==> config.mk <==
export PLATFORM = sky130hd
export DESIGN_NAME = reset_source_sequencer
export DESIGN_NICKNAME = d
export VERILOG_FILES = /design/src/verilog/reset_seq_pkg.sv /design/src/verilog/reset_source_sequencer.sv
export VERILOG_INCLUDE_DIRS = /design/src /design/src/verilog
export SDC_FILE = /design/constraint.sdc
export NUM_CORES = 1
export LEC_CHECK = 0
export BUFFER_PORTS_ARGS = -buffer_cell sky130_fd_sc_hd__buf_2
export CORE_AREA = 2 2 110 112
export DETAILED_ROUTE_END_ITERATION = 12
export DIE_AREA = 0 0 112 114
export GPL_ROUTABILITY_DRIVEN = 0
export PLACE_DENSITY = 0.5
export SETUP_SLACK_MARGIN = 0.3
export SLEW_MARGIN = 30
export SYNTH_ARGS = -nofsm -noshare
export SYNTH_HDL_FRONTEND = slang
export SYNTH_SLANG_ARGS = --single-unit
==> constraint.sdc <==
create_clock -name clock_in -period 2.95 [get_ports clock_in]
set_input_delay 0.1475 -clock clock_in [delete_from_list [all_inputs] [get_ports clock_in]]
set_output_delay 0.1475 -clock clock_in [all_outputs]
set_load 0.05 [all_outputs]
==> src/verilog/reset_seq_consts.svh <==
/*
 * Offsets, field positions, reset values and cycle counts of the reset sequencer.
 * Assumes a 10 MHz oscillator clock; every count is in oscillator cycles.
 */
`ifndef RESET_SEQ_CONSTS_SVH
`define RESET_SEQ_CONSTS_SVH

// register byte offsets on the bus
`define OFS_FLAGS        4'h0
`define OFS_CTRL         4'h4
`define OFS_STATUS       4'h8

// reset_cause_flags bit positions
`define FLAG_POR         7
`define FLAG_PIN         6
`define FLAG_WDOG        5
`define FLAG_ILLEGAL_OPCODE_FLAG        4
`define FLAG_ILLEGAL_ADDRESS_FLAG        3
`define FLAG_MON         2
`define FLAG_LVI         1
`define FLAGS_RST        8'h80

// control register fields
`define CTRL_STOP_EN     0
`define CTRL_DIV_LO      1
`define CTRL_DIV_HI      2

// sequence counts in oscillator cycles
`define DRIVE_CYCLES     32
`define HOLD_CYCLES      32
`define STAB_CYCLES      4096
`define EXT_MIN_CYCLES   4

// cpu memory map points
`define RESET_VECTOR     16'hFFFE
`define WDOG_ADDR        16'hFFFF

`endif

==> src/verilog/reset_seq_pkg.sv <==
/*
 * Types of the reset sequencer: sequence states, bus clock divide codes and
 * the cpu strobe bundle. Assumes reset_seq_consts.svh for numeric constants.
 */
package reset_seq_pkg;

    typedef enum logic [1:0] {
        div_by_1,
        div_by_2,
        div_by_4,
        div_by_8
    } bus_div_e;

    typedef enum logic [2:0] {
        s_run,
        s_stab,
        s_lowv,
        s_drive,
        s_hold,
        s_ext
    } seq_state_e;

    // one cycle strobes from the processor core, same clock
    typedef struct packed {
        logic        opcode_fetch;
        logic        data_write;
        logic        illegal_opcode;
        logic        stop_opcode;
        logic        unmapped;
        logic [15:0] address;
    } cpu_bus_s;

endpackage : reset_seq_pkg

==> src/verilog/reset_source_sequencer.sv <==
/*
 * Reset sequencer and reset-source log: drives the shared active-low reset pin,
 * gates clocks through the stabilization delay, releases the processor to its
 * reset vector and keeps the clear-on-read reset_cause_flags register.
 * Assumes: sys_rst_in is the power-on reset, clock_in is the oscillator clock,
 * cpu strobes are synchronous, the reset pin and supply detector are not.
 */
// Implementation choices: the register addresses and the Avalon-MM slave port.
`include "reset_seq_consts.svh"

module reset_source_sequencer #(
    parameter int unsigned WDOG_LIMIT = 262144
) (
    // clock and power-on reset
    input  wire logic                   clock_in,
    input  wire logic                   sys_rst_in,
    // avalon-mm slave
    input  wire logic [3:0]             avs_address_in,
    input  wire logic                   avs_read_in,
    input  wire logic                   avs_write_in,
    input  wire logic [31:0]            avs_writedata_in,
    input  wire logic [3:0]             avs_byteenable_in,
    output logic      [31:0]            avs_readdata_out,
    output logic                        avs_waitrequest_out,
    // shared reset pin, open drain
    input  wire logic                   reset_pin_n_in,
    output logic                        reset_pin_n_out,
    output logic                        reset_pin_oe_out,
    // supply detector and monitor entry
    input  wire logic                   supply_low_in,
    input  wire logic                   monitor_entry_in,
    // processor side
    input  wire reset_seq_pkg::cpu_bus_s cpu_bus_in,
    output logic                        cpu_reset_out,
    output logic                        clocks_gated_out,
    output logic                        vector_fetch_out,
    output logic      [15:0]            vector_addr_out,
    output reset_seq_pkg::bus_div_e     bus_div_out
);
    import reset_seq_pkg::*;

    localparam logic [11:0] DRIVE_LAST = 12'(`DRIVE_CYCLES - 1);
    localparam logic [11:0] HOLD_LAST  = 12'(`HOLD_CYCLES - 1);
    localparam logic [11:0] STAB_LAST  = 12'(`STAB_CYCLES - 1);
    localparam logic [2:0]  EXT_LAST   = 3'(`EXT_MIN_CYCLES - 1);
    localparam logic [17:0] WDOG_LAST  = 18'(WDOG_LIMIT - 1);

    seq_state_e  state_r, state_nxt;
    logic [11:0] cnt_r, cnt_nxt;
    logic [2:0]  ext_len_r;
    logic [17:0] wdog_cnt_r;
    logic [7:0]  flags_r, set_vec;
    logic        stop_en_r;
    logic        int_path_r;
    logic        pin_meta_r, pin_sync_r;
    logic        lv_meta_r, lv_sync_r;
    logic        pin_oe_r, pin_out_r, cpu_reset_r, gate_r, vfetch_r;
    bus_div_e    bus_div_r;
    logic        wait_r;
    logic [31:0] rdata_r;
    logic        req, accept, rd_clr;
    logic        wdog_over, illegal_opcode_flag_evt, illegal_address_flag_evt, mon_evt, int_evt, ext_evt;
    logic        lv_entry, hold_done, late_pin;

    // the first stage is read only by the second
    always_ff @(posedge clock_in or posedge sys_rst_in) begin
        if (sys_rst_in) begin
            pin_meta_r <= 1'b1;
            pin_sync_r <= 1'b1;
            lv_meta_r  <= 1'b0;
            lv_sync_r  <= 1'b0;
        end else begin
            pin_meta_r <= reset_pin_n_in;
            pin_sync_r <= pin_meta_r;
            lv_meta_r  <= supply_low_in;
            lv_sync_r  <= lv_meta_r;
        end
    end

    // reset sources other than low supply, only while the cpu runs
    assign wdog_over = (state_r == s_run) && (wdog_cnt_r == WDOG_LAST);
    assign illegal_opcode_flag_evt  = (state_r == s_run) && cpu_bus_in.opcode_fetch
                     && (cpu_bus_in.illegal_opcode
                         || (cpu_bus_in.stop_opcode && !stop_en_r));
    // data accesses are not looked at for unmapped addresses
    assign illegal_address_flag_evt  = (state_r == s_run) && cpu_bus_in.opcode_fetch && cpu_bus_in.unmapped;
    assign mon_evt   = (state_r == s_run) && monitor_entry_in;
    assign int_evt   = wdog_over || illegal_opcode_flag_evt || illegal_address_flag_evt || mon_evt;
    assign ext_evt   = (state_r == s_run) && !pin_sync_r && (ext_len_r == EXT_LAST);
    assign lv_entry  = lv_sync_r && (state_r != s_lowv);
    assign hold_done = (state_r == s_hold) && (cnt_r == HOLD_LAST);
    // pin sampled 32 cycles after our own release
    assign late_pin  = hold_done && int_path_r && !pin_sync_r;

    always_comb begin
        state_nxt = state_r;
        cnt_nxt   = cnt_r + 12'h001;
        unique case (state_r)
            s_run: begin
                cnt_nxt = 12'h000;
                if (int_evt) begin
                    state_nxt = s_drive;
                end else if (ext_evt) begin
                    state_nxt = s_ext;
                end
            end
            s_stab: begin
                if (cnt_r == STAB_LAST) begin
                    state_nxt = s_drive;
                    cnt_nxt   = 12'h000;
                end
            end
            s_lowv: begin
                cnt_nxt = 12'h000;
                if (!lv_sync_r) begin
                    state_nxt = s_stab;
                end
            end
            s_drive: begin
                if (cnt_r == DRIVE_LAST) begin
                    state_nxt = s_hold;
                    cnt_nxt   = 12'h000;
                end
            end
            s_hold: begin
                if (hold_done) begin
                    state_nxt = s_run;
                    cnt_nxt   = 12'h000;
                end
            end
            s_ext: begin
                cnt_nxt = 12'h000;
                if (pin_sync_r) begin
                    state_nxt = s_hold;
                end
            end
        endcase
        // low supply overrides any step, even mid sequence
        if (lv_sync_r) begin
            state_nxt = s_lowv;
            cnt_nxt   = 12'h000;
        end
    end

    always_ff @(posedge clock_in or posedge sys_rst_in) begin
        if (sys_rst_in) begin
            state_r <= s_stab;
            cnt_r   <= 12'h000;
        end else begin
            state_r <= state_nxt;
            cnt_r   <= cnt_nxt;
        end
    end

    // which kind of sequence is running, for the late pin sample
    always_ff @(posedge clock_in or posedge sys_rst_in) begin
        if (sys_rst_in) begin
            int_path_r <= 1'b1;
        end else if (state_nxt == s_ext) begin
            int_path_r <= 1'b0;
        end else if (state_nxt == s_drive || state_nxt == s_lowv) begin
            int_path_r <= 1'b1;
        end
    end

    // minimum low time before the pin counts as an external reset
    always_ff @(posedge clock_in or posedge sys_rst_in) begin
        if (sys_rst_in) begin
            ext_len_r <= 3'h0;
        end else if (state_r != s_run || pin_sync_r) begin
            ext_len_r <= 3'h0;
        end else if (ext_len_r != EXT_LAST) begin
            ext_len_r <= ext_len_r + 3'h1;
        end
    end

    always_ff @(posedge clock_in or posedge sys_rst_in) begin
        if (sys_rst_in) begin
            wdog_cnt_r <= 18'h0_0000;
        end else if (state_r != s_run
                     || (cpu_bus_in.data_write && cpu_bus_in.address == `WDOG_ADDR)) begin
            wdog_cnt_r <= 18'h0_0000;
        end else begin
            wdog_cnt_r <= wdog_cnt_r + 18'h0_0001;
        end
    end

    // outputs follow the next state so they line up with it
    always_ff @(posedge clock_in or posedge sys_rst_in) begin
        if (sys_rst_in) begin
            pin_oe_r    <= 1'b1;
            pin_out_r   <= 1'b0;
            cpu_reset_r <= 1'b1;
            gate_r      <= 1'b1;
            vfetch_r    <= 1'b0;
        end else begin
            pin_oe_r    <= (state_nxt == s_stab) || (state_nxt == s_lowv)
                           || (state_nxt == s_drive);
            pin_out_r   <= 1'b0;
            cpu_reset_r <= (state_nxt != s_run);
            gate_r      <= (state_nxt == s_stab);
            vfetch_r    <= (state_r != s_run) && (state_nxt == s_run);
        end
    end

    // software choice of bus clock, overridden by any reset
    always_ff @(posedge clock_in or posedge sys_rst_in) begin
        if (sys_rst_in) begin
            bus_div_r <= div_by_4;
            stop_en_r <= 1'b0;
        end else if (state_nxt != s_run) begin
            bus_div_r <= div_by_4;
        end else if (accept && avs_write_in && avs_address_in == `OFS_CTRL && avs_byteenable_in[0]) begin
            bus_div_r <= bus_div_e'(avs_writedata_in[`CTRL_DIV_HI:`CTRL_DIV_LO]);
            stop_en_r <= avs_writedata_in[`CTRL_STOP_EN];
        end
    end

    // set wins over the read clear; only bits already returned are cleared
    always_comb begin
        set_vec = 8'h00;
        set_vec[`FLAG_PIN]  = ext_evt || late_pin;
        set_vec[`FLAG_WDOG] = wdog_over;
        set_vec[`FLAG_ILLEGAL_OPCODE_FLAG] = illegal_opcode_flag_evt;
        set_vec[`FLAG_ILLEGAL_ADDRESS_FLAG] = illegal_address_flag_evt;
        set_vec[`FLAG_MON]  = mon_evt;
        set_vec[`FLAG_LVI]  = lv_entry;
    end

    always_ff @(posedge clock_in or posedge sys_rst_in) begin
        if (sys_rst_in) begin
            flags_r <= `FLAGS_RST;
        end else if (rd_clr) begin
            flags_r <= (flags_r & ~rdata_r[7:0]) | set_vec;
        end else begin
            flags_r <= flags_r | set_vec;
        end
    end

    // bus slave: one wait cycle, data prepared while waitrequest is high
    assign req    = avs_read_in || avs_write_in;
    assign accept = req && !wait_r;
    assign rd_clr = accept && avs_read_in && (avs_address_in == `OFS_FLAGS);

    always_ff @(posedge clock_in or posedge sys_rst_in) begin
        if (sys_rst_in) begin
            wait_r  <= 1'b1;
            rdata_r <= 32'h0000_0000;
        end else begin
            wait_r <= !(req && wait_r);
            if (req && wait_r && avs_read_in) begin
                unique case (avs_address_in)
                    `OFS_FLAGS:  rdata_r <= {24'h00_0000, flags_r};
                    `OFS_CTRL:   rdata_r <= {29'h0000_0000, bus_div_r, stop_en_r};
                    `OFS_STATUS: rdata_r <= {28'h000_0000, cpu_reset_r, gate_r, pin_oe_r, lv_sync_r};
                    default:     rdata_r <= 32'h0000_0000;
                endcase
            end
        end
    end

    assign avs_readdata_out    = rdata_r;
    assign avs_waitrequest_out = wait_r;
    assign reset_pin_n_out     = pin_out_r;
    assign reset_pin_oe_out    = pin_oe_r;
    assign cpu_reset_out       = cpu_reset_r;
    assign clocks_gated_out    = gate_r;
    assign vector_fetch_out    = vfetch_r;
    assign vector_addr_out     = `RESET_VECTOR;
    assign bus_div_out         = bus_div_r;

    // run lengths count the closing edge too; oe_len_r saturates so a long brown-out cannot wrap it
    logic [12:0] oe_len_r, gate_len_r;
    logic        read_seen_r;

    always_ff @(posedge clock_in or posedge sys_rst_in) begin
        if (sys_rst_in) begin
            oe_len_r    <= 13'h0000;
            gate_len_r  <= 13'h0000;
            read_seen_r <= 1'b0;
        end else begin
            oe_len_r    <= !pin_oe_r ? 13'h0000 : (&oe_len_r ? oe_len_r : oe_len_r + 13'h0001);
            gate_len_r  <= gate_r ? gate_len_r + 13'h0001 : 13'h0000;
            read_seen_r <= read_seen_r || rd_clr;
        end
    end
endmodule : reset_source_sequencer

Word-level counts from Yosys, hierarchy flattened --
Index checks and enable logic that the tools add are counted.
Word-level totals: input port bits 68, flip-flop bits (word level) 89, word-level logic and storage cells 113
Cells by class: reductions and logical operators 47, mux-type cells 22, add/sub/neg operators 3, bitwise gates (word level) 5, equal/unequal tests 18
Operators with widths (number):
- $mux W12 | 4
- $pmux W12 S4 | 1
- $mux W3 | 9
- $pmux W8 S3 | 1
- $logic_and A1 B1 Y1 | 22
- $add A18 B1 Y18 const B | 1
- $eq A18 B18 Y1 const B | 1
- $mux W18 | 1
- $pmux W3 S6 | 1
- $eq A16 B16 Y1 const B | 1
- $or A8 B7 Y8 | 2
- $eq A3 B2 Y1 const B | 5
- $add A12 B1 Y12 const B | 1
- $eq A12 B12 Y1 const B | 1
- $eq A12 B5 Y1 const B | 1
- $logic_or A1 B1 Y1 | 11
- $eq A3 B3 Y1 const B | 3
- $and A8 B8 Y8 | 1
- $mux W8 | 1
- $not A8 Y8 | 1
- $eq A3 B1 Y1 const B | 2
- $logic_not A3 Y1 | 2
- $ne A3 B2 Y1 const B | 2
- $reduce_bool A2 Y1 | 3
- 11 further kinds | 17

Depth between registers and ports, before layout --
Gate-level depths: netlist of run 1.
word-level depth 14, mapped depth 10, depth with buffers taken out 9

Worst setup path before layout of run 1 --
OpenSTA, ideal clock, no wires.
path kind register -> register, start register wdog_cnt_r[0], end register stop_en_r, arrival time 1.999 ns, buffers on the path 0, period minus slack after synthesis 2.124 ns, cell stages (with the launch flop) 9, setup slack 0.826 ns, library setup time 0.125 ns, path through dfrtp_1 > ha_1 > nand4_2 > nor4_4 > nand4_2 > a31oi_1 > nor4_4 > nand4_2 > mux2_4
On the way: word-level cells in the longest chain between the ends 11
RTL lines:
- start: declaration | RTL line reset_source_sequencer.sv:51 | logic [17:0] wdog_cnt_r;
- start signal: assignment | RTL line reset_source_sequencer.sv:184 | wdog_cnt_r <= wdog_cnt_r + 18'h0_0001;
- $eq A18 B18 Y1 | RTL line reset_source_sequencer.sv:81 | assign wdog_over = (state_r == s_run) && (wdog_cnt_r == WDOG_LAST);
- $logic_and A1 B1 Y1 | RTL line reset_source_sequencer.sv:81
- $logic_or A1 B1 Y1 (3 in series) | RTL line reset_source_sequencer.sv:88 | assign int_evt = wdog_over || illegal_opcode_flag_evt || illegal_address_flag_evt || mon_evt;
- $mux W3 | RTL line reset_source_sequencer.sv:101 | if (int_evt) begin
- $pmux W3 S6 | RTL line reset_source_sequencer.sv:98 | unique case (state_r)
- $mux W3 | RTL line reset_source_sequencer.sv:139 | if (lv_sync_r) begin
- $reduce_bool A3 Y1 | RTL line reset_source_sequencer.sv:211 | end else if (state_nxt != s_run) begin
- $not A1 Y1 (no line)
- $reduce_and A2 Y1 (no line)
- end signal: assignment | RTL line reset_source_sequencer.sv:215 | stop_en_r <= avs_writedata_in[`CTRL_STOP_EN];
- end: declaration | RTL line reset_source_sequencer.sv:53 | logic stop_en_r;
No other way between the ends. A chain may end at the register's enable or synchronous reset.

Worst setup path in the final report of run 1 --
Ends and elaborated chain as after synthesis.

==> flow_summary.ini, run 1 <==
[run_status]
status = finished, final reports clean

[logic_synthesis]
synth_area_leaders = dfrtp_1, buf_4, dfstp_2
async_reset_ff_share_pct = 100
ys_ff_latch = 65
yosys.cell_types.count = 48
yosysWarnings = 0
synth_top_area_share_pct = 40.2
synth_edf_count = 0
synth_cells = 350
avgSynthCellArea_sq_um = 9.78
synth_ff_type = dfrtp_1
synth_largest_area_cell = dfrtp_1
ys_seq_area_share_pct = 47.9
synth.cell_area_sq_mm = 0.00342

[sta]
slew_violations = 0
finalSetupViolations = 0
hold_violations = 0
tns_ns = 0
skew_ns = 0.00522
min_period_ns = 2.42
maxSlewHeadroom_pct = 55.1
rsz0062_at_grt = no
tightest_slew_ns = 0.674
fmax_mhz = 413
period_share_pct = 82.1

[final_layout]
final_common_cell = dfrtp_1
utilization_pct = 34.4
fillers = 1193
nets = 481
final_cell_mix = dfrtp_1, buf_2, nor2_1, conb_1, nand2_1
diodes = 0
synthToLayoutAreaGrowth_pct = 17.7
drive_above_1_share_pct = 22.7

[job]
cap_violations = 0

[global_routing]
grt_overflow = 0
grt_max_degree = 55
grt_util_all_layers_pct = 11.3
grt_pass1_wl_mm = 11.4
grt_pass1_vias = 2372
antenna_found_initial = 0

[power]
power.switching_mw = 0.850
switching_share_pct = 31.8
p_leak_nw = 1.87
seq_power_share_pct = 39.3
power_mw = 2.67
ir_drop_v = 0.000295
pwr-share-clk_pct = 39.7
pwr-share-comb_pct = 21.0
p_int_mw = 1.82
power_density_mw_per_mm2 = 664

[clock_network]
path_clk_slew_ns = 0.05
clk_latency_ns = 0.33
cts-root-buf = clkbuf_16
cts_tree = built
postCtsSetupBuffers = 0
clk_path_buf_depth = 2
h-tree-depth = 3
cts.sinks = 65
numCtsBuffers = 9

[worst_setup_path]
crit_buf_inv = 0
worstSetupStartpointType = register
max_stage_delay_ns = 0.42
arrival_ns = 2.63
worst_path_dominant_cell_family = simple AND/OR/NAND/NOR gates
crit_path_end_kind = register
cp_max_fo = 4
worstPathRequired_ns = 3.16
crit_top_cell = nand4_2
criticalPathCategory = reg -> reg
crit_chain = ha_1, nand4_2, nor4_4, nand4_2, a31oi_1, a2111o_2, nand4_2, mux2_4
slowest_stage = nor4_4

[floorplanning]
die_area_sq_mm = 0.0128
core_sq_mm = 0.0117
fp.dieH_um = 114
floorplan.rows = 40
top_level_ports = 124
die_x_um = 112
initial_utilization_pct = 29.2

[route]
avgRoutedWirePerCell_um = 12.0
first_pass_iters = 4
drtIter0Drc = 115
antenna_left = 0
route.detailed.drc = 0
vias = 2483
drt_wl_total_mm = 6.71
vias_per_cell = 4.43

[place]
hpwl_mm = 4.78
io_buffers = 50

[worst_hold_path]
hp-class = in -> reg
-- flip-flops by register name (all words and copies together), names as in the netlist, 2 cells and up --
register and count:
bus_div_out 2, ext_len_r 3, state_r 3, cnt_r 12
avs_readdata_out 8, wdog_cnt_r 18, flags_r 8
-- area by class of cell --
cell class                 count  area, sq um  share of cell area (%)
multi-input combinational    263         1540                    38.1
sequential                    65         1640                    40.7
inverter                      12         45.0                    1.12
tap                          147          184                    4.57
clock buffer                  13          260                    6.46
clock inverter                 3         40.0                   0.994
timing repair buffer          58          323                    8.01
-- logic make-up after synthesis --
| logic type | Yosys count | synth area share [%] |
|---|---|---|
| AOI/OAI and AO/OA | 43 | 8.59 |
| xor gates and xnor gates | 27 | 6.91 |
| adders and majority gates | 4 | 1.46 |
| buffers and inverters | 61 | 11.5 |
| DFF | 65 | 47.9 |
| muxes | 7 | 2.34 |
| other | 2 | 0.219 |
| and+or+nand+nor | 141 | 21.1 |
-- Yosys cell counts (all sizes together) (3+ instances only) --
| cell | n |
|---|---|
| a21oi | 7 |
| nand2 | 37 |
| a22o | 3 |
| a22oi | 3 |
| o21ai | 12 |
| xor2 | 17 |
| xnor2 | 10 |
| nor2 | 44 |
| nand3 | 14 |
| buf | 44 |
| dfstp | 10 |
| o21bai | 3 |
| nand4 | 10 |
| and2 | 4 |
| mux2 | 5 |
| or3 | 3 |
| dfrtp | 55 |
| nor4 | 6 |
| inv | 12 |
| and3 | 7 |
| a31oi | 3 |
| nor3 | 10 |
| clkbuf | 5 |
| ha | 4 |
-- worst paths after layout --
check	start	to	slack (ns)	cells after the start
max	wdog_cnt_r[0]$_DFF_PP0_	stop_en_r$_DFFE_PP0P_	0.53	8
min	avs_writedata_in[2]	bus_div_out[1]$_DFFE_PP1P_	0.03	2
max reg2reg	wdog_cnt_r[0]$_DFF_PP0_	stop_en_r$_DFFE_PP0P_	0.53	8
min reg2reg	lv_meta_r$_DFF_PP0_	lv_sync_r$_DFF_PP0_	0.36	0
max in group asynchronous	sys_rst_in	stop_en_r$_DFFE_PP0P_	1.71	4
min in group asynchronous	sys_rst_in	wdog_cnt_r[10]$_DFF_PP0_	0.30	3
-- per-stage QoR --
| step | cell area [sq um] | hold WS, ns | setup WS (ns) | cells |
|---|---|---|---|---|
| final | 4030 | 0.0292 | 0.529 | 561 |
| after global routing | 4030 | 0.0357 | 0.393 | 561 |
| after CTS | 4030 | 0.0202 | 0.516 | 561 |
| after detailed placement | 3680 | 0.0993 | 0.539 | 540 |
| after global placement | 3680 | 0.0949 | 0.552 | 540 |
| after floorplan | 3570 | 0.152 | 0.826 | 389 |
-- timing repair --
action                    4_1_cts  5_1_grt
gates resized for setup         0        0
hold buffers                    5        0
hold endpoints to repair       14        0
-- metal layers --
| metal | vias to the layer above | track usage (%) | part of all wire [%] |
|---|---|---|---|
| met5 | - | 0 | 0 |
| met4 | 0 | 3.90 | 1.2 |
| met2 | 94 | 18.0 | 46 |
| met3 | 7 | 3.99 | 6.7 |
| met1 | 1153 | 14.3 | 46 |
| li1 | 1229 | - | - |
-- worst register-to-register path: stages, from the launching register on --
cell	delay, ns
dfrtp_1	0.39
ha_1	0.25
nand4_2	0.16
nor4_4	0.42
nand4_2	0.22
a31oi_1	0.23
a2111o_2	0.20
nand4_2	0.11
mux2_4	0.32
-- power by group through the flow --
stage               Clock (mW)  Sequential, mW  Combinational (mW)
floorplan                    0            1.11               0.427
global placement             0            1.06               0.559
CTS                       1.10            1.05               0.569
finish                    1.06            1.05               0.562
detailed placement           0            1.06               0.560
global route              1.15            1.06               0.617
Power figures use the tool's default switching activity.
==> run 2: changes to the inputs <==
--- a/config.mk
+++ b/config.mk
@@ -6,10 +6,11 @@
 export SDC_FILE = /design/constraint.sdc
 export NUM_CORES = 1
 export LEC_CHECK = 0
+export ABC_AREA = 1
 export BUFFER_PORTS_ARGS = -buffer_cell sky130_fd_sc_hd__buf_2
-export CORE_AREA = 2 2 110 112
+export CORE_AREA = 2 2 113 115
 export DETAILED_ROUTE_END_ITERATION = 12
-export DIE_AREA = 0 0 112 114
+export DIE_AREA = 0 0 115 117
 export GPL_ROUTABILITY_DRIVEN = 0
 export PLACE_DENSITY = 0.5
 export SETUP_SLACK_MARGIN = 0.3
==> constraint.sdc (replaced) <==
create_clock -name clock_in -period 2.3 [get_ports clock_in]
set_input_delay 0.115 -clock clock_in [delete_from_list [all_inputs] [get_ports clock_in]]
set_output_delay 0.115 -clock clock_in [all_outputs]
set_load 0.05 [all_outputs]
==> flow_summary.ini, run 2 <==
[worst_setup_path]
slowest_stage = dfstp_2
worstPathRequired_ns = 2.52
crit_path_end_kind = register
arrival_ns = 2.09
reg2reg_depth = 13
criticalPathCategory = reg -> reg
cp_max_fo = 8
r2r-end = stop_en_r$_DFFE_PP0P_
max_stage_delay_ns = 0.60
r2r_start = state_r[0]$_DFF_PP1_
crit_chain = inv_2, nand2_2, nor2_2, nand3_1, nand2_1, nor2_2, nand3_1, nand2_2, inv_2, nor2_8, nand3_1, nand2_1, nand2_1
worstSetupStartpointType = register
r2r_setup_slack_ns = 0.43

[final_layout]
utilization_pct = 34.9
final_common_cell = nand2_1
largest_reg_flops = 18
nets = 585
multiInputGateArea_sq_mm = 0.00159
synthToLayoutAreaGrowth_pct = 19.5
final_cell_mix = nand2_1, dfrtp_1, inv_1, nor2_1, buf_2
largestRegisters = wdog_cnt_r x18, cnt_r x12
fillers = 1318
drive_above_1_share_pct = 22.4
diodes = 0
largest-register = wdog_cnt_r
fin_cells = 668
seq_area_sq_mm = 0.00164

[global_routing]
met1_usage_pct = 15.4
use_met3_pct = 2.57
antenna_found_initial = 0
grt_pass1_wl_mm = 13.0
grt_util_all_layers_pct = 12.2
grt_max_degree = 66
grt_pass1_vias = 2861
grt-busiest-layer = met2
grt_overflow = 0
met2_usage_pct = 20.0

[sta]
fmax_mhz = 535
rsz0062_at_grt = yes
finalSetupViolations = 0
hold_violations = 0
fin_ws_ns = 0.430
period_share_pct = 81.3
slew_violations = 0
tns_ns = 0
min_period_ns = 1.87
skew_ns = 0.00771

[floorplanning]
die_x_um = 115
fp.dieH_um = 117
floorplan.rows = 41
die_area_sq_mm = 0.0135
initial_utilization_pct = 29.2
core_sq_mm = 0.0123
top_level_ports = 124

[logic_synthesis]
synth_ff_type = dfrtp_1
synth_cells = 446
yosys-top-cells-count = nand2_1, dfrtp_1, nor2_1
yosys.cell_types.count = 36
synth_largest_area_cell = dfrtp_1
avgSynthCellArea_sq_um = 8.07
synth_edf_count = 0
yosysWarnings = 0
synth_top_area_share_pct = 38.3
ys_seq_area_share_pct = 45.6
yosys.cell_count.top_type = nand2_1
async_reset_ff_share_pct = 100
synth.cell_area_sq_mm = 0.00360
ys_ff_latch = 65
synth_area_leaders = dfrtp_1, buf_4, nand2_1

[worst_hold_path]
hp-start = avs_write_in
whs_endpoint = avs_waitrequest_out$_DFF_PP1_
hp-class = in -> reg
min_path_cells = 2

[route]
route.detailed.drc = 0
first_pass_iters = 6
vias_per_cell = 4.36
drt_wl_total_mm = 7.59
avgRoutedWirePerCell_um = 11.4
vias = 2912
drtIter0Drc = 189
antenna_left = 0

[clock_network]
cts.sinks = 65
path_clk_slew_ns = 0.05
cts_tree = built
clk_path_buf_depth = 2
clk_latency_ns = 0.32
h-tree-depth = 3
numCtsBuffers = 9
cts-root-buf = clkbuf_16

[place]
io_buffers = 50
pre_cts_ws_ns = 0.292
hpwl_mm = 5.53
place_inst = 646

[power]
p_leak_nw = 2.05
power_density_mw_per_mm2 = 960
ir_drop_v = 0.000305

[run_status]
status = finished, final reports clean

[job]
cap_violations = 0
-- run 2: cell count changes after synthesis, moves of 5 or more --
cell and change:
nand2_1 +45, nor2_1 +9, o21ai_0 +13, inv_1 +40, inv_2 +6, and3_1 -6, xor2_1 -13, a21oi_1 +5
nor2_2 +7, nand2_2 +6, nand3_1 +18
-- run 2: cell type report --
cell class	instances	area share, %
clock buffer	13	5.82
multi-input combinational	319	37.0
timing repair buffer	60	8.09
sequential	65	38.1
tap	150	4.37
clock inverter	3	1.51
inverter	58	5.07
-- run 2: cells by family after synthesis --
logic type | share of synthesized area (%)
and+or+nand+nor | 28.2
buffers and inverters | 15.0
DFF | 45.6
AOI/OAI and AO/OA | 7.13
xor gates and xnor gates | 2.43
adders and majority gates | 1.39
other | 0.209
-- run 2: how the worst max path moves through the flow --
stage	start	endpoint	slack [ns]	cells past startpoint
2_1_floorplan	sys_rst_in	avs_readdata_out[0]$_DFFE_PP0P_	0.58	1
3_3_place_gp	wdog_cnt_r[0]$_DFF_PP0_	stop_en_r$_DFFE_PP0P_	0.35	12
3_5_place_dp	wdog_cnt_r[0]$_DFF_PP0_	stop_en_r$_DFFE_PP0P_	0.29	12
4_1_cts	wdog_cnt_r[0]$_DFF_PP0_	stop_en_r$_DFFE_PP0P_	0.41	12
5_1_grt	state_r[0]$_DFF_PP1_	stop_en_r$_DFFE_PP0P_	0.27	13
6_report	state_r[0]$_DFF_PP1_	stop_en_r$_DFFE_PP0P_	0.43	13
-- run 2: metal layers --
layer | vias to the layer above | part of all wire (%)
met2 | 81 | 46
met5 | - | 0
met1 | 1333 | 47
met4 | 0 | 2.2
met3 | 13 | 4.9
li1 | 1485 | -
-- run 2: through the flow --
step	power, mW	hold slack (ns)	cell area (sq um)
2_1_floorplan	2.43	0.119	3740
3_3_place_gp	2.62	0.215	3910
3_5_place_dp	2.64	0.218	3910
4_1_cts	4.13	0.00249	4270
5_1_grt	4.39	0.0394	4300
6_report	4.13	0.0119	4300
-- run 2: power by group --
part / internal [mW] / switching, mW
clock network: 0.978 / 0.477
registers: 1.31 / 0.107
logic: 0.319 / 0.932
total: 2.61 / 1.52
-- run 2: repair_timing --
item,4_1_cts,5_1_grt
setup buffers,0,1
setup endpoints to repair,1,14
hold endpoints to repair,58,0
gates cloned,0,1
resized for setup,1,6
pin swaps,0,1
hold buffers,4,0
-- run 2: worst max-delay path: cells and delay by family (launching register included) --
kind	cells	cell delay, ns
and+or+nand+nor	11	1.03
buffers and inverters	2	0.13
DFF	1	0.60
==> run 3: changes to the inputs <==
==> constraint.sdc (replaced) <==
create_clock -name clock_in -period 1.8 [get_ports clock_in]
set_input_delay 0.09 -clock clock_in [delete_from_list [all_inputs] [get_ports clock_in]]
set_output_delay 0.09 -clock clock_in [all_outputs]
set_load 0.05 [all_outputs]
==> flow_summary.ini, run 3 (synthesized netlist as in run 2, its figures left out) <==
[job]
cap_violations = 0

[clock_network]
cts_tree = built
cts-root-buf = clkbuf_16
clk_path_buf_depth = 2
cts.sinks = 65
h-tree-depth = 3
clk_latency_ns = 0.33
path_clk_slew_ns = 0.05
numCtsBuffers = 9

[power]
power.switching_mw = 2.26
switching_share_pct = 38.4
pwr-share-comb_pct = 40.0
ir_drop_v = 0.000454
pwr-share-clk_pct = 29.3
power_density_mw_per_mm2 = 1160
p_leak_nw = 2.43
p_int_mw = 3.64
seq_power_share_pct = 30.6
power_mw = 5.90

[floorplanning]
die_area_sq_mm = 0.0135
core_sq_mm = 0.0123
initial_utilization_pct = 29.2
die_x_um = 115
fp.dieH_um = 117
floorplan.rows = 41
top_level_ports = 124

[route]
top_layer = met4
vias = 3172
vias_per_cell = 4.39
avgRoutedWirePerCell_um = 11.6
met1Wirelength_mm = 3.76
met2WireLength_mm = 4.11
wl_met3_um = 373
first_pass_iters = 5
drt_wl_total_mm = 8.37
drtIter0Drc = 80
route.detailed.drc = 0
antenna_left = 0

[sta]
slew_violations = 0
tightest_slew_ns = 0.614
tns_ns = 0
min_period_ns = 1.75
rsz0062_at_grt = yes
fmax_mhz = 571
finalSetupViolations = 0
skew_ns = 0.00635
period_share_pct = 97.3
hold_violations = 0
maxSlewHeadroom_pct = 58.7

[final_layout]
stdcell_area_sq_mm = 0.00508
seq_area_sq_mm = 0.00164
largestRegisters = wdog_cnt_r x18, cnt_r x12
largest_reg_flops = 18
diodes = 0
multiInputGateArea_sq_mm = 0.00191
fin_cells = 723
largest-register = wdog_cnt_r
drive_above_1_share_pct = 40.5
final_common_cell = nand2_1
synthToLayoutAreaGrowth_pct = 41.2
fillers = 1243
nets = 640
final_cell_mix = nand2_1, dfrtp_1, buf_2, buf_4, inv_1

[worst_setup_path]
criticalPathCategory = reg -> reg
arrival_ns = 1.97
reg2reg_depth = 13
worstPathRequired_ns = 2.02
worstSetupStartpointType = register
crit_path_end_kind = register
cp_max_fo = 4

[place]
place_inst = 661
hpwl_mm = 5.66
post_dp_cell_area_sq_mm = 0.00406
io_buffers = 50

[global_routing]
grt_util_all_layers_pct = 12.5
grt_pass1_wl_mm = 13.5
antenna_found_initial = 0
grt_pass1_vias = 3010
grt_overflow = 0
grt_max_degree = 66

[worst_hold_path]
hp-class = in -> reg
min_path_cells = 3

[run_status]
status = finished, final reports clean
## run 3: cell types whose count changed in the layout (fill, tap and decap cells not counted), moves of 5 or more
cell | before | now
buf_4 | 5 | 48
nand2_1 | 81 | 62
nand2_2 | 8 | 20
buf_6 | 0 | 11
nor2_1 | 51 | 40
nor2_4 | 3 | 13
o21ai_0 | 25 | 18
nand2_4 | 1 | 7
nand3_1 | 31 | 25
inv_1 | 51 | 46
## run 3: final timing paths
| kind | start | to | slack, ns |
|---|---|---|---|
| min reg2reg | lv_meta_r$_DFF_PP0_ | lv_sync_r$_DFF_PP0_ | 0.35 |
| max reg2reg | wdog_cnt_r[0]$_DFF_PP0_ | stop_en_r$_DFFE_PP0P_ | 0.05 |
| min in group asynchronous | sys_rst_in | flags_r[4]$_DFF_PP0_ | 0.40 |
| max | wdog_cnt_r[0]$_DFF_PP0_ | stop_en_r$_DFFE_PP0P_ | 0.05 |
| max in group asynchronous | sys_rst_in | pin_sync_r$_DFF_PP1_ | 1.08 |
| min | avs_writedata_in[1] | bus_div_out[0]$_DFFE_PP0P_ | 0.02 |
## run 3: timing repair
item	in CTS	in global routing
cloned	0	0
resized for setup	36	69
endpoints found under the setup margin	28	39
pin swaps	11	30
endpoints found under the hold margin	59	0
hold buffers	6	0
buffers inserted	17	23
## run 3: area by class of cell
type | count | share of cell area (%)
Multi-Input combinational cell | 318 | 37.6
Sequential cell | 65 | 32.3
Timing Repair Buffer | 116 | 16.0
Inverter | 58 | 4.56
Clock buffer | 10 | 4.51
Tap cell | 150 | 3.69
Clock inverter | 6 | 1.33
## run 3: worst max-delay path: stages, from the launching register on
cell,delay [ns]
dfrtp_1,0.36
ha_2,0.20
nand2_2,0.07
nor2_4,0.15
nand2_4,0.08
nor2_4,0.14
nand3_4,0.11
nand2_1,0.09
o21ai_2,0.06
nand2_2,0.11
buf_4,0.12
nand3_2,0.04
nand2_1,0.08
nand2_1,0.04
## run 3: power groups by stage
| stage | combinational, mW | sequential (mW) | clock, mW |
|---|---|---|---|
| floorplan | 1.09 | 2.05 | 0 |
| global placement | 1.67 | 1.82 | 0 |
| detailed placement | 1.70 | 1.83 | 0 |
| CTS | 1.92 | 1.81 | 1.78 |
| global route | 2.59 | 1.83 | 1.82 |
| finish | 2.36 | 1.81 | 1.73 |
## run 3: per-stage QoR
step,setup slack (ns),hold slack (ns),util (%)
detailed placement,-0.00493,0.199,33.0
global route,-0.0582,0.0365,41.3
global placement,0.0142,0.204,33.0
CTS,0.0587,0.0133,37.8
floorplan,0.151,0.0945,-
finish,0.0488,0.0162,41.3
## run 3: metal layers
layer / up-vias / track usage [%]
met3: 12 / 2.83
met4: 0 / 4.66
met5: - / 0
met1: 1479 / 15.7
li1: 1591 / -
met2: 90 / 21.1
